<file path="config.mk">
export PLATFORM = sky130hd
export DESIGN_NAME = thgo_top
export DESIGN_NICKNAME = d
export VERILOG_FILES = /design/src/rtl/thgo_pkg.sv /design/src/rtl/thgo_mem.sv /design/src/rtl/thgo_top.sv
export SDC_FILE = /design/constraint.sdc
export NUM_CORES = 1
export LEC_CHECK = 0
export BUFFER_PORTS_ARGS = -buffer_cell sky130_fd_sc_hd__buf_2
export CORE_MARGIN = 2
export CORE_UTILIZATION = 40
export DETAILED_ROUTE_END_ITERATION = 8
export MAX_ROUTING_LAYER = met4
export PLACE_DENSITY = 0.52
export SYNTH_ARGS = -nofsm -noshare
export SYNTH_HDL_FRONTEND = slang
export SYNTH_SLANG_ARGS = --single-unit
</file>
<file path="constraint.sdc">
create_clock -name mclk -period 5.01 [get_ports mclk]
set_input_delay 1.002 -clock mclk [delete_from_list [all_inputs] [get_ports mclk]]
set_output_delay 1.002 -clock mclk [all_outputs]
set_load 0.02 [all_outputs]
</file>
<file path="src/rtl/thgo_pkg.sv">
// Package: constants and carrier types of the health-gated random output stage
package thgo_pkg;

  // ****************************************
  // Word format
  // ****************************************
  localparam int unsigned WORD_W    = 16;
  localparam int unsigned BYTE_W    = 8;
  localparam logic [4:0]  WORD_LAST = 5'h0F;
  localparam logic [4:0]  BYTE_LAST = 5'h07;

  // ****************************************
  // Online test window and bounds
  // ****************************************
  localparam int unsigned WIN_W      = 7;
  localparam logic [6:0]  WIN_LAST   = 7'h7F;        // 128 raw bits per window
  localparam logic [7:0]  ONES_MIN   = 8'h2C;        // 44 ones
  localparam logic [7:0]  ONES_MAX   = 8'h54;        // 84 ones
  localparam logic [4:0]  WORDS_16   = 5'h08;        // words per window, 16-bit
  localparam logic [4:0]  WORDS_8    = 5'h10;        // words per window, 8-bit

  // ****************************************
  // Total failure test
  // ****************************************
  localparam logic [5:0]  TF_RUN_MAX = 6'h20;        // identical bits in a row

  // ****************************************
  // Buffer memory
  // ****************************************
  localparam int unsigned MEM_AW = 5;                // two banks of 16 words
  localparam int unsigned IDX_W  = 4;

  // ****************************************
  // Carriers
  // ****************************************
  typedef struct packed {
    logic              valid;
    logic              is_16;
    logic [WORD_W-1:0] data;
  } thgo_word_t;

  typedef struct packed {
    logic startup_done;
    logic total_fail;
    logic stat_fail;
  } thgo_health_t;

endpackage : thgo_pkg

</file>
<file path="src/rtl/thgo_mem.sv">
// Two-bank word buffer with registered read data
`timescale 1ns/1ps
module thgo_mem
  import thgo_pkg::*;
(
  input  wire logic              mclk,
  input  wire logic              wr_en,
  input  wire logic [MEM_AW-1:0] wr_addr,
  input  wire logic [WORD_W-1:0] wr_data,
  input  wire logic              rd_en,
  input  wire logic [MEM_AW-1:0] rd_addr,
  output logic      [WORD_W-1:0] rd_data
);

  logic [WORD_W-1:0] mem_reg [0:(1<<MEM_AW)-1];

  always_ff @(posedge mclk)
  begin
    if (wr_en)
    begin
      mem_reg[wr_addr] <= wr_data;
    end
  end

  always_ff @(posedge mclk)
  begin
    if (rd_en)
    begin
      rd_data <= mem_reg[rd_addr];
    end
  end

endmodule : thgo_mem

</file>
<file path="src/rtl/thgo_top.sv">
// Health-gated output stage of a physical random number generator
`timescale 1ns/1ps
module thgo_top
  import thgo_pkg::*;
(
  input  wire logic   mclk,
  input  wire logic   sys_rst,
  input  wire logic   raw_bit,
  input  wire logic   raw_valid,
  input  wire logic   width_16,
  input  wire logic   stat_fail_clr,
  input  wire logic   rnd_ready,
  output thgo_word_t  rnd_out,
  output thgo_health_t health
);

  // ****************************************
  // State
  // ****************************************
  logic [5:0]        run_cnt_reg;
  logic              last_bit_reg;
  logic              tf_reg;
  logic [WIN_W-1:0]  win_cnt_reg;
  logic [7:0]        ones_cnt_reg;
  logic              stat_fail_reg;
  logic              startup_done_reg;
  logic              collect_reg;
  logic              is16_reg;
  logic [WORD_W-1:0] shift_reg;
  logic [4:0]        bit_cnt_reg;
  logic [IDX_W-1:0]  wr_idx_reg;
  logic              fill_bank_reg;
  logic [4:0]        rd_cnt_reg;
  logic [IDX_W-1:0]  rd_idx_reg;
  logic              rd_is16_reg;
  logic              pend_reg;
  thgo_word_t        out_reg;

  logic [7:0]        ones_total;
  logic              win_end;
  logic              win_pass;
  logic              win_fail;
  logic              tf_hit;
  logic              flush;
  logic              win_start;
  logic              collect_now;
  logic              word_done;
  logic [WORD_W-1:0] shift_next;
  logic              rd_issue;
  logic [WORD_W-1:0] mem_rd_data;

  assign ones_total = ones_cnt_reg + {7'h00, raw_bit};
  assign win_end    = raw_valid && (win_cnt_reg == WIN_LAST);
  assign win_pass   = win_end && (ones_total >= ONES_MIN) && (ones_total <= ONES_MAX);
  assign win_fail   = win_end && !win_pass;
  assign tf_hit     = raw_valid && (raw_bit == last_bit_reg) &&
                      (run_cnt_reg == TF_RUN_MAX - 6'h01);
  assign flush      = tf_hit || tf_reg || win_fail;
  assign shift_next = {shift_reg[WORD_W-2:0], raw_bit};
  assign win_start   = raw_valid && (win_cnt_reg == '0);
  // First bit of a window already belongs to its first word
  assign collect_now = collect_reg ||
                       (win_start && (rd_cnt_reg == 5'h00) && !stat_fail_reg && !stat_fail_clr);
  assign word_done  = raw_valid && collect_now &&
                      (bit_cnt_reg == (is16_reg ? WORD_LAST : BYTE_LAST));
  assign rd_issue   = !flush && !pend_reg && !out_reg.valid && (rd_cnt_reg != 5'h00);

  // ****************************************
  // Total failure test
  // ****************************************
  always_ff @(posedge mclk or posedge sys_rst)
  begin
    if (sys_rst)
    begin
      run_cnt_reg  <= 6'h00;
      last_bit_reg <= 1'b0;
    end
    else if (raw_valid)
    begin
      last_bit_reg <= raw_bit;
      if ((raw_bit == last_bit_reg) && (run_cnt_reg != TF_RUN_MAX))
      begin
        run_cnt_reg <= run_cnt_reg + 6'h01;
      end
      else if (raw_bit != last_bit_reg)
      begin
        run_cnt_reg <= 6'h01;
      end
    end
  end

  // Latched until reset: a dead source cannot be trusted to come back
  always_ff @(posedge mclk or posedge sys_rst)
  begin
    if (sys_rst)
    begin
      tf_reg <= 1'b0;
    end
    else if (tf_hit)
    begin
      tf_reg <= 1'b1;
    end
  end

  // ****************************************
  // Online test, back-to-back windows
  // ****************************************
  always_ff @(posedge mclk or posedge sys_rst)
  begin
    if (sys_rst)
    begin
      win_cnt_reg  <= '0;
      ones_cnt_reg <= 8'h00;
    end
    else if (raw_valid)
    begin
      win_cnt_reg  <= win_cnt_reg + 7'h01;
      ones_cnt_reg <= win_end ? 8'h00 : ones_total;
    end
  end

  // Set wins over clear
  always_ff @(posedge mclk or posedge sys_rst)
  begin
    if (sys_rst)
    begin
      stat_fail_reg <= 1'b0;
    end
    else if (win_fail)
    begin
      stat_fail_reg <= 1'b1;
    end
    else if (stat_fail_clr)
    begin
      stat_fail_reg <= 1'b0;
    end
  end

  // After a defect the start-up pass must be earned again
  always_ff @(posedge mclk or posedge sys_rst)
  begin
    if (sys_rst)
    begin
      startup_done_reg <= 1'b0;
    end
    else if (flush)
    begin
      startup_done_reg <= 1'b0;
    end
    else if (win_pass && collect_reg)
    begin
      startup_done_reg <= 1'b1;
    end
  end

  // ****************************************
  // Word assembly into the fill bank
  // ****************************************
  // A window is collected only if the read bank is empty at its start,
  // so raw bits are dropped rather than stalling the source.
  always_ff @(posedge mclk or posedge sys_rst)
  begin
    if (sys_rst)
    begin
      collect_reg <= 1'b0;
      is16_reg    <= 1'b0;
    end
    else if (flush || win_end)
    begin
      collect_reg <= 1'b0;
    end
    else if (win_start)
    begin
      collect_reg <= collect_now;
      is16_reg    <= width_16;
    end
  end

  always_ff @(posedge mclk or posedge sys_rst)
  begin
    if (sys_rst)
    begin
      shift_reg   <= '0;
      bit_cnt_reg <= 5'h00;
      wr_idx_reg  <= '0;
    end
    else if (flush || !collect_now)
    begin
      bit_cnt_reg <= 5'h00;
      wr_idx_reg  <= '0;
    end
    else if (raw_valid)
    begin
      shift_reg   <= shift_next;
      bit_cnt_reg <= word_done ? 5'h00 : bit_cnt_reg + 5'h01;
      wr_idx_reg  <= wr_idx_reg + {3'h0, word_done};
    end
  end

  // ****************************************
  // Bank release on a passing window
  // ****************************************
  always_ff @(posedge mclk or posedge sys_rst)
  begin
    if (sys_rst)
    begin
      fill_bank_reg <= 1'b0;
      rd_cnt_reg    <= 5'h00;
      rd_idx_reg    <= '0;
      rd_is16_reg   <= 1'b0;
    end
    else if (flush)
    begin
      rd_cnt_reg <= 5'h00;
    end
    else if (win_pass && collect_reg)
    begin
      fill_bank_reg <= !fill_bank_reg;
      rd_cnt_reg    <= is16_reg ? WORDS_16 : WORDS_8;
      rd_idx_reg    <= '0;
      rd_is16_reg   <= is16_reg;
    end
    else if (rd_issue)
    begin
      rd_cnt_reg <= rd_cnt_reg - 5'h01;
      rd_idx_reg <= rd_idx_reg + 4'h1;
    end
  end

  thgo_mem thgo_mem_inst (
    .mclk    (mclk),
    .wr_en   (word_done && !flush),
    .wr_addr ({fill_bank_reg, wr_idx_reg}),
    .wr_data (is16_reg ? shift_next : {8'h00, shift_next[BYTE_W-1:0]}),
    .rd_en   (rd_issue),
    .rd_addr ({!fill_bank_reg, rd_idx_reg}),
    .rd_data (mem_rd_data)
  );

  // ****************************************
  // Output register
  // ****************************************
  always_ff @(posedge mclk or posedge sys_rst)
  begin
    if (sys_rst)
    begin
      pend_reg <= 1'b0;
      out_reg  <= '0;
    end
    else if (flush)
    begin
      pend_reg      <= 1'b0;
      out_reg.valid <= 1'b0;
    end
    else
    begin
      pend_reg <= rd_issue;
      if (pend_reg)
      begin
        out_reg.valid <= 1'b1;
        out_reg.is_16 <= rd_is16_reg;
        out_reg.data  <= mem_rd_data;
      end
      else if (rnd_ready)
      begin
        out_reg.valid <= 1'b0;
      end
    end
  end

  always_ff @(posedge mclk or posedge sys_rst)
  begin
    if (sys_rst)
    begin
      health <= '0;
    end
    else
    begin
      health.startup_done <= startup_done_reg;
      health.total_fail   <= tf_reg || tf_hit;
      health.stat_fail    <= stat_fail_reg || win_fail;
    end
  end

  assign rnd_out = out_reg;

endmodule : thgo_top

</file>
==> key figures, run 1 <==
Run status
  • Status: finished, final reports clean

Global routing
  • Initial antenna violation count: 2
  • First-pass GRT wire length: 91000 microns
  • Largest net degree at the start of global routing: 67
  • GRT Total Usage: between 20% and 30%
  • Vias in the first global route: 12800
  • Total global routing overflow: 0

Power
  • Power Dens Cells: 481 nW/um^2
  • LEAKAGE: 10.0 nW
  • VDD IR-drop max: 0.271 mV
  • Power consumption: 13.4 mW

Placement
  • Worst slack at placement: 0.453 ns
  • IO buf count: 27
  • GPL Wtd Cong: 0.843
  • Placed cells: 2146
  • Placed inst area: 25800 sq um
  • Hpwl dp: approximately 38000 microns

Drt
  • Via count: 12900
  • Drc violations: 0
  • 1st-pass router iterations: 7
  • DR WL/cell: approximately 28 microns
  • Vias per Instance: around 5.7
  • Initial DRC Count: 1479
  • DRT Wirelength: 62500 microns
  • Detail Route Antenna Nets: 0

Timing
  • Unrepaired setup endpoints after global routing: false
  • Fin. Hold Viols: 0
  • Clock Skew: 0.0249 ns
  • Crit path time final: 3.90 ns
  • Min Hold Slack: 0.396 ns
  • Fin worst setup slack: 1.11 ns
  • Max Freq: 0.257 GHz
  • Fin crit share: approximately 78%
  • Setup TNS: 0 ns
  • Final setup fails: 0
  • Worst-margin pin slew: 1.05 ns
  • Relative slew slack: around 30%
  • Pins Over Slew Limit: 0

CTS
  • Clock Root Buffer: clkbuf_16
  • Sink Count: between 600 and 700
  • Hold_buf cts: 0
  • CTS tree: done
  • Worst-path clk slew: 0.06 ns
  • # H-tree levels: 2
  • Total CTS buffers: 60
  • Clock latency on the worst-skew pair: about 0.63 ns
  • Post-CTS setup buffer count: 0
  • Clock Path Buffers: 3
  • Cts repair resizes: 0

Setup path
  • R2R setup slack: 1.33 ns
  • CP max stage cell: nor4_2
  • R2R Path Start: ones_cnt_reg[0]$_DFFE_PP0P_
  • CP cell instances: buf_2 > ha_1 > ha_1 > nand3b_1 > a21oi_1 > a2bb2oi_1 > a31oi_1 > a211o_2 > nor4_2 > buf_4
  • Crit path DAT: 4.21 ns
  • Reg2reg end: thgo_mem_inst.mem_reg[17][5]$_DFFE_PP_
  • Worst EP required: 5.33 ns
  • Buf+Inv Stages, Crit Path: 2
  • CP max stage delay: 0.66 ns
  • CP startpoint kind: primary input
  • Critical path type: in -> reg
  • Crit-path most repeated cell: ha_1
  • Worst Path Max Fanout: 15
  • Top delay family on crit path: compound AO/OA/AOI/OAI gates
  • Cells on worst reg2reg path: 9
  • Setup crit end kind: flip-flop

Logic synthesis
  • Synth top cells by count: edfxtp_1 (528), mux2i_1 (101), dfrtp_1 (84)
  • Post-synthesis sequential area ratio: 73.6%
  • Post-synth EDFFs: 528
  • Top-count cell post-synth: edfxtp_1
  • Mapped Area: between 20000 and 25000 sq um
  • Post-synth top area share: 65.0%
  • Seq cells post-synth: 612
  • Mapped Cells: 1365
  • Post-Syn Nets: 1383
  • Yosys cell types: 62
  • Post-synth ARST share: between 10% and 20%
  • Syn avg cell area: 17.9 sq um
  • Warnings, synthesis: 0
  • Top_reg_cell synth: edfxtp_1
  • Area leader, netlist: edfxtp_1
  • Top post-synthesis cells by area: edfxtp_1 (65%), dfrtp_1 (8.6%), mux4_2 (7.4%)

Floorplan
  • Ports: 28
  • Die width: 251 microns
  • Core Rows: 90
  • Die area: 62900 sq um
  • Die height: 251 microns
  • Core Box Area: roughly 60000 sq um
  • Initial core utilization: 40.4%

Layout
  • Area Growth Syn to Fin: 14.4%
  • N_diodes: 0
  • Nets: approximately 1400
  • Max FFs per register: 512
  • Fill cell count: 5076
  • Layout cell share with drive strength beyond 1: between 20 and 25%
  • Post-layout util: 46.2%
  • Finished layout cell area: 27900 sq um
  • Cell Count, Final, Fillers Out: 2261

Flow run
  • Max Cap Viol: 0

Worst hold path
  • Hold WC Path Type: reg -> reg
  • Hold Path Origin: startup_done_reg$_DFFE_PP0P_
  • Hold path cells: 0
  • Hold Path Sink: health[2]$_DFF_PP0_
[placed cells by master (no fill, tap or decap), drive strengths merged, types with 5 or more instances in the layout]
| master | synthesis | routed |
|---|---|---|
| edfxtp | 528 | 528 |
| mux2i | 101 | 101 |
| dfrtp | 84 | 84 |
| buf | 36 | 82 |
| mux4 | 80 | 80 |
| nand2 | 80 | 80 |
| clkbuf | 46 | 71 |
| o221ai | 64 | 64 |
| o21ai | 47 | 47 |
| mux2 | 36 | 36 |
| nor4 | 34 | 34 |
| nor2 | 32 | 32 |
| clkinv | 0 | 31 |
| a21oi | 28 | 28 |
| o22ai | 16 | 16 |
| inv | 16 | 16 |
| nand3 | 13 | 13 |
| ha | 11 | 11 |
| nor3 | 11 | 11 |
| xor2 | 10 | 10 |
| bufinv | 0 | 10 |
| and2 | 10 | 10 |
| xnor2 | 9 | 9 |
| nand4 | 9 | 9 |
| and3 | 6 | 6 |
| nand2b | 6 | 6 |
| o2bb2ai | 5 | 5 |
| or3 | 5 | 5 |
| nand3b | 5 | 5 |
[worst max-delay path by stage]
stage / depth (start not counted) / end / from / slack, ns
floorplan: 9 / thgo_mem_inst.mem_reg[18][0]$_DFFE_PP_ / raw_bit / 0.09
global placement: 10 / thgo_mem_inst.mem_reg[17][3]$_DFFE_PP_ / raw_bit / 0.60
detailed placement: 9 / thgo_mem_inst.mem_reg[17][3]$_DFFE_PP_ / raw_bit / 0.45
CTS: 10 / thgo_mem_inst.mem_reg[17][5]$_DFFE_PP_ / raw_bit / 1.13
global route: 9 / thgo_mem_inst.mem_reg[17][5]$_DFFE_PP_ / raw_bit / 0.86
finish: 10 / thgo_mem_inst.mem_reg[17][5]$_DFFE_PP_ / raw_bit / 1.11
[metal layers]
metal | vias up | track usage, % | share of wire, %
met5 | - | - | 0
met1 | 6822 | 29.4 | 46
met4 | 0 | 4.59 | 1.9
met2 | 410 | 31.4 | 47
met3 | 81 | 3.39 | 5.4
li1 | 5634 | - | -
[cell type report]
class,count,area (sq um),share of cell area [%]
inverter,16,61.3,0.220
clock buffer,71,1600,5.72
sequential,612,18000,64.4
tap,782,978,3.51
multi-input combinational,655,6230,22.4
clock inverter,43,477,1.71
timing repair buffer,82,577,2.07
[cells by family after synthesis]
| family | share of synthesized area (%) |
|---|---|
| DFF | 73.6 |
| muxes | 13.4 |
| AOI/OAI and AO/OA | 5.24 |
| and+or+nand+nor | 4.79 |
| buffers and inverters | 1.69 |
| adders and majority gates | 0.564 |
| xor gates and xnor gates | 0.713 |
[where the power goes]
group | internal [mW] | switching [mW] | total [mW] | leakage (nW)
Sequential | 5.75 | 0.296 | 6.04 | 6.49
Combinational | 1.01 | 1.68 | 2.68 | 2.51
Clock | 2.79 | 1.91 | 4.70 | 1.02
Note: power is estimated with default switching activity, not from simulation.
==> inputs of run 2 (changes only) <==
--- a/config.mk
+++ b/config.mk
@@ -10,7 +10,7 @@
 export CORE_UTILIZATION = 40
 export DETAILED_ROUTE_END_ITERATION = 8
 export MAX_ROUTING_LAYER = met4
-export PLACE_DENSITY = 0.52
+export PLACE_DENSITY = 0.54
 export SYNTH_ARGS = -nofsm -noshare
 export SYNTH_HDL_FRONTEND = slang
 export SYNTH_SLANG_ARGS = --single-unit
==> constraint.sdc (replaced) <==
create_clock -name mclk -period 3.2 [get_ports mclk]
set_input_delay 0.64 -clock mclk [delete_from_list [all_inputs] [get_ports mclk]]
set_output_delay 0.64 -clock mclk [all_outputs]
set_load 0.02 [all_outputs]
==> run 2 against run 1 <==
Largest power group unchanged. Worst hold slack worse by 0.26 ns. Register-to-register slack got worse by 1.2 ns. Sequential share of layout area down 2.6 points. First-iteration DRC count decreased by 16%. Critical path type is now reg -> reg. Routed wire length decreased by 1.8%. Design area grew 4.2%. Count of clock-buffer cells in the layout is 5 higher.
==> key figures, run 2 (same netlist as run 1, synthesis figures left out) <==
Setup path
  • Reg2reg end: thgo_mem_inst.mem_reg[28][13]$_DFFE_PP_ (was thgo_mem_inst.mem_reg[17][5]$_DFFE_PP_)
  • CP cell instances: ha_4 > ha_4 > o21ai_2 > a21oi_1 > o41ai_2 > buf_4 > nand3_2 > a211o_4 > buf_12 > buf_4 > nor4_4 > buf_12 (was buf_2 > ha_1 > ha_1 > nand3b_1 > a21oi_1 > a2bb2oi_1 > a31oi_1 > a211o_2 > nor4_2 > buf_4)
  • R2R Path Start: ones_cnt_reg[0]$_DFFE_PP0P_ (unchanged)
  • Worst Path Max Fanout: 16 (was 15)
  • Setup crit end kind: flip-flop (unchanged)
  • Cells on worst reg2reg path: 12 (was 9)
  • Critical path type: reg -> reg (was in -> reg)
  • Worst EP required: 3.53 ns (was 5.33 ns)
  • CP startpoint kind: flip-flop (was primary input)
  • CP max stage delay: 0.41 ns (was 0.66 ns)
  • Crit path DAT: 3.43 ns (was 4.21 ns)
  • R2R setup slack: 0.10 ns (was 1.33 ns)
  • CP max stage cell: dfrtp_1 (was nor4_2)

Timing
  • Fin. Hold Viols: 0 (unchanged)
  • Clock Skew: 0.0231 ns (was 0.0249 ns)
  • Final setup fails: 0 (unchanged)
  • Worst-margin pin slew: 1.04 ns (was 1.05 ns)
  • Fin worst setup slack: 0.104 ns (was 1.11 ns)
  • Relative slew slack: 30.4% (was 29.9%)
  • Max Freq: 0.323 GHz
  • Crit path time final: 3.10 ns
  • Fin crit share: 96.8%
  • Pins Over Slew Limit: 0 (unchanged)

Drt
  • DRT Wirelength: 61300 microns (was 62500 microns)
  • Routed wire length on met2: 30400 microns (was 29300 microns)
  • Detail Route Antenna Nets: 0 (unchanged)
  • WL met1: 26800 microns (was 28600 microns)
  • 1st-pass router iterations: 5 (was 7)
  • Via count: 13000 (was 12900)
  • Vias per Instance: 5.63 (was 5.73)
  • WL met3: 2830 microns (was 3340 microns)
  • DR WL/cell: 26.6 microns (was 27.6 microns)
  • Drc violations: 0 (unchanged)
  • Top Layer Used: met4 (unchanged)
  • Initial DRC Count: 1235 (was 1479)

CTS
  • Clock Root Buffer: clkbuf_16 (unchanged)
  • Sink Count: 612 (unchanged)
  • Total CTS buffers: 61 (was 60)
  • # H-tree levels: 2 (unchanged)
  • CTS tree: done (unchanged)
  • Clock Path Buffers: 3 (unchanged)
  • Clock latency on the worst-skew pair: 0.64 ns (was 0.63 ns)
  • Hold_buf cts: 0 (unchanged)
  • Worst-path clk slew: 0.06 ns (about the same)

Layout
  • Area Growth Syn to Fin: 19.2% (was 14.4%)
  • Commonest cells after routing, fill and taps aside: edfxtp_1 (528), mux2i_1 (101), mux4_2 (80) (unchanged)
  • Post-layout util: 48.2% (was 46.2%)
  • Reg area: 18000 sq um (about the same)
  • Commonest non-fill, non-tap cell in the layout: edfxtp_1 (unchanged)
  • Multi-input logic area: 6570 sq um (was 6230 sq um)
  • Max FFs per register: 512 (unchanged)
  • Layout cell share with drive strength beyond 1: 26.4% (was 24.2%)
  • Fill cell count: 5027 (was 5076)
  • Nets: 1492 (was 1445)
  • Cell Count, Final, Fillers Out: 2309 (was 2261)

Floorplan
  • Ports: 28 (unchanged)
  • Initial core utilization: 40.4% (unchanged)
  • Core Rows: 90 (unchanged)
  • Die area: 62900 sq um (unchanged)
  • Core Box Area: 60400 sq um (unchanged)
  • Die width: 251 microns (unchanged)
  • Die height: 251 microns (unchanged)

Placement
  • Placed cells: 2192 (was 2146)
  • Hpwl dp: 38700 microns (was 38100 microns)
  • GPL Wtd Cong: 0.826 (was 0.843)
  • IO buf count: 27 (unchanged)
  • Worst slack at placement: -0.269 ns (was 0.453 ns)

Run status
  • Status: finished, final reports clean (unchanged)

Power
  • Sw Ratio: 28.5% (was 29.0%)
  • LEAKAGE: 10.7 nW (was 10.0 nW)
  • Flop pwr share: 44.1% (was 45.0%)
  • Power Dens Cells: 729 nW/um^2 (was 481 nW/um^2)
  • Clk network pwr share: 34.5% (was 35.0%)
  • P_sw: 6.03 mW (was 3.89 mW)
  • Combinational power share: 21.4% (was 20.0%)
  • VDD IR-drop max: 0.536 mV (was 0.271 mV)
  • Int Power: 15.2 mW (was 9.54 mW)

Worst hold path
  • Hold WC Path Type: in -> async (was reg -> reg)

Flow run
  • Max Cap Viol: 0 (unchanged)

Global routing
  • GRT Total Usage: 20.4% (was 20.6%)
  • Total global routing overflow: 0 (unchanged)
  • First-pass GRT wire length: 90900 microns (was 91000 microns)
  • Initial antenna violation count: 5 (was 2)
  • Largest net degree at the start of global routing: 48 (was 67)
  • Vias in the first global route: 13100 (was 12800)
run 2: final cells by class:
class	count	area share, %
multi-input cells	655	22.6
diodes	4	0.0344
clock buffers	76	5.48
flip-flops and latches	612	61.8
well taps	782	3.37
repair buffers	128	4.94
inverters	16	0.211
clock inverters	36	1.54
run 2: metrics by stage:
| stage | TNS [ns] | cell area (sq um) | hold WS [ns] | total power [mW] |
|---|---|---|---|---|
| after global routing | -0.0982 | 29100 | 0.198 | 22.1 |
| final | 0 | 29100 | 0.133 | 21.2 |
| after CTS | 0 | 29000 | 0.148 | 21.4 |
| after floorplan | -47.51 | 25000 | 0.354 | 12.4 |
| after global placement | -89.04 | 27000 | 0.369 | 14.0 |
| after detailed placement | -90.36 | 27000 | 0.379 | 14.1 |
run 2: worst max-delay path by stage:
stage,endpoint,from,slack (ns)
3_3_place_gp,thgo_mem_inst.mem_reg[8][12]$_DFFE_PP_,raw_bit,-0.25
4_1_cts,thgo_mem_inst.mem_reg[8][9]$_DFFE_PP_,ones_cnt_reg[0]$_DFFE_PP0P_,0.06
5_1_grt,thgo_mem_inst.mem_reg[28][8]$_DFFE_PP_,ones_cnt_reg[0]$_DFFE_PP0P_,-0.008
6_report,thgo_mem_inst.mem_reg[28][13]$_DFFE_PP_,ones_cnt_reg[0]$_DFFE_PP0P_,0.10
2_1_floorplan,thgo_mem_inst.mem_reg[24][0]$_DFFE_PP_,raw_bit,-0.13
3_5_place_dp,thgo_mem_inst.mem_reg[8][7]$_DFFE_PP_,raw_bit,-0.27
run 2: power by group through the flow:
| stage | logic (mW) | registers, mW | clock network [mW] |
|---|---|---|---|
| 2_1_floorplan | 2.95 | 9.49 | 0 |
| 3_3_place_gp | 4.54 | 9.49 | 0 |
| 3_5_place_dp | 4.59 | 9.51 | 0 |
| 4_1_cts | 4.60 | 9.34 | 7.45 |
| 5_1_grt | 4.91 | 9.39 | 7.78 |
| 6_report | 4.54 | 9.34 | 7.31 |
run 2: repair_timing:
action,4_1_cts,5_1_grt
setup endpoints to repair,0,480
setup buffers,0,1
resized for setup,0,4
endpoints found under the hold margin,0,0
run 2: metal layers:
layer  global-route usage [%]  vias to the layer above
li1                         -                     5737
met1                     27.4                     6829
met2                     33.3                      342
met3                     2.40                       82
met4                     5.31                        0
met5                        -                        -
run 2: worst max-delay path, delay by kind of cell (launching register included):
family          cells  cell delay [ns]
compound gates      4             0.96
buf+inv             4             0.72
fa+ha+maj           2             0.41
flops               1             0.41
simple gates        2             0.28
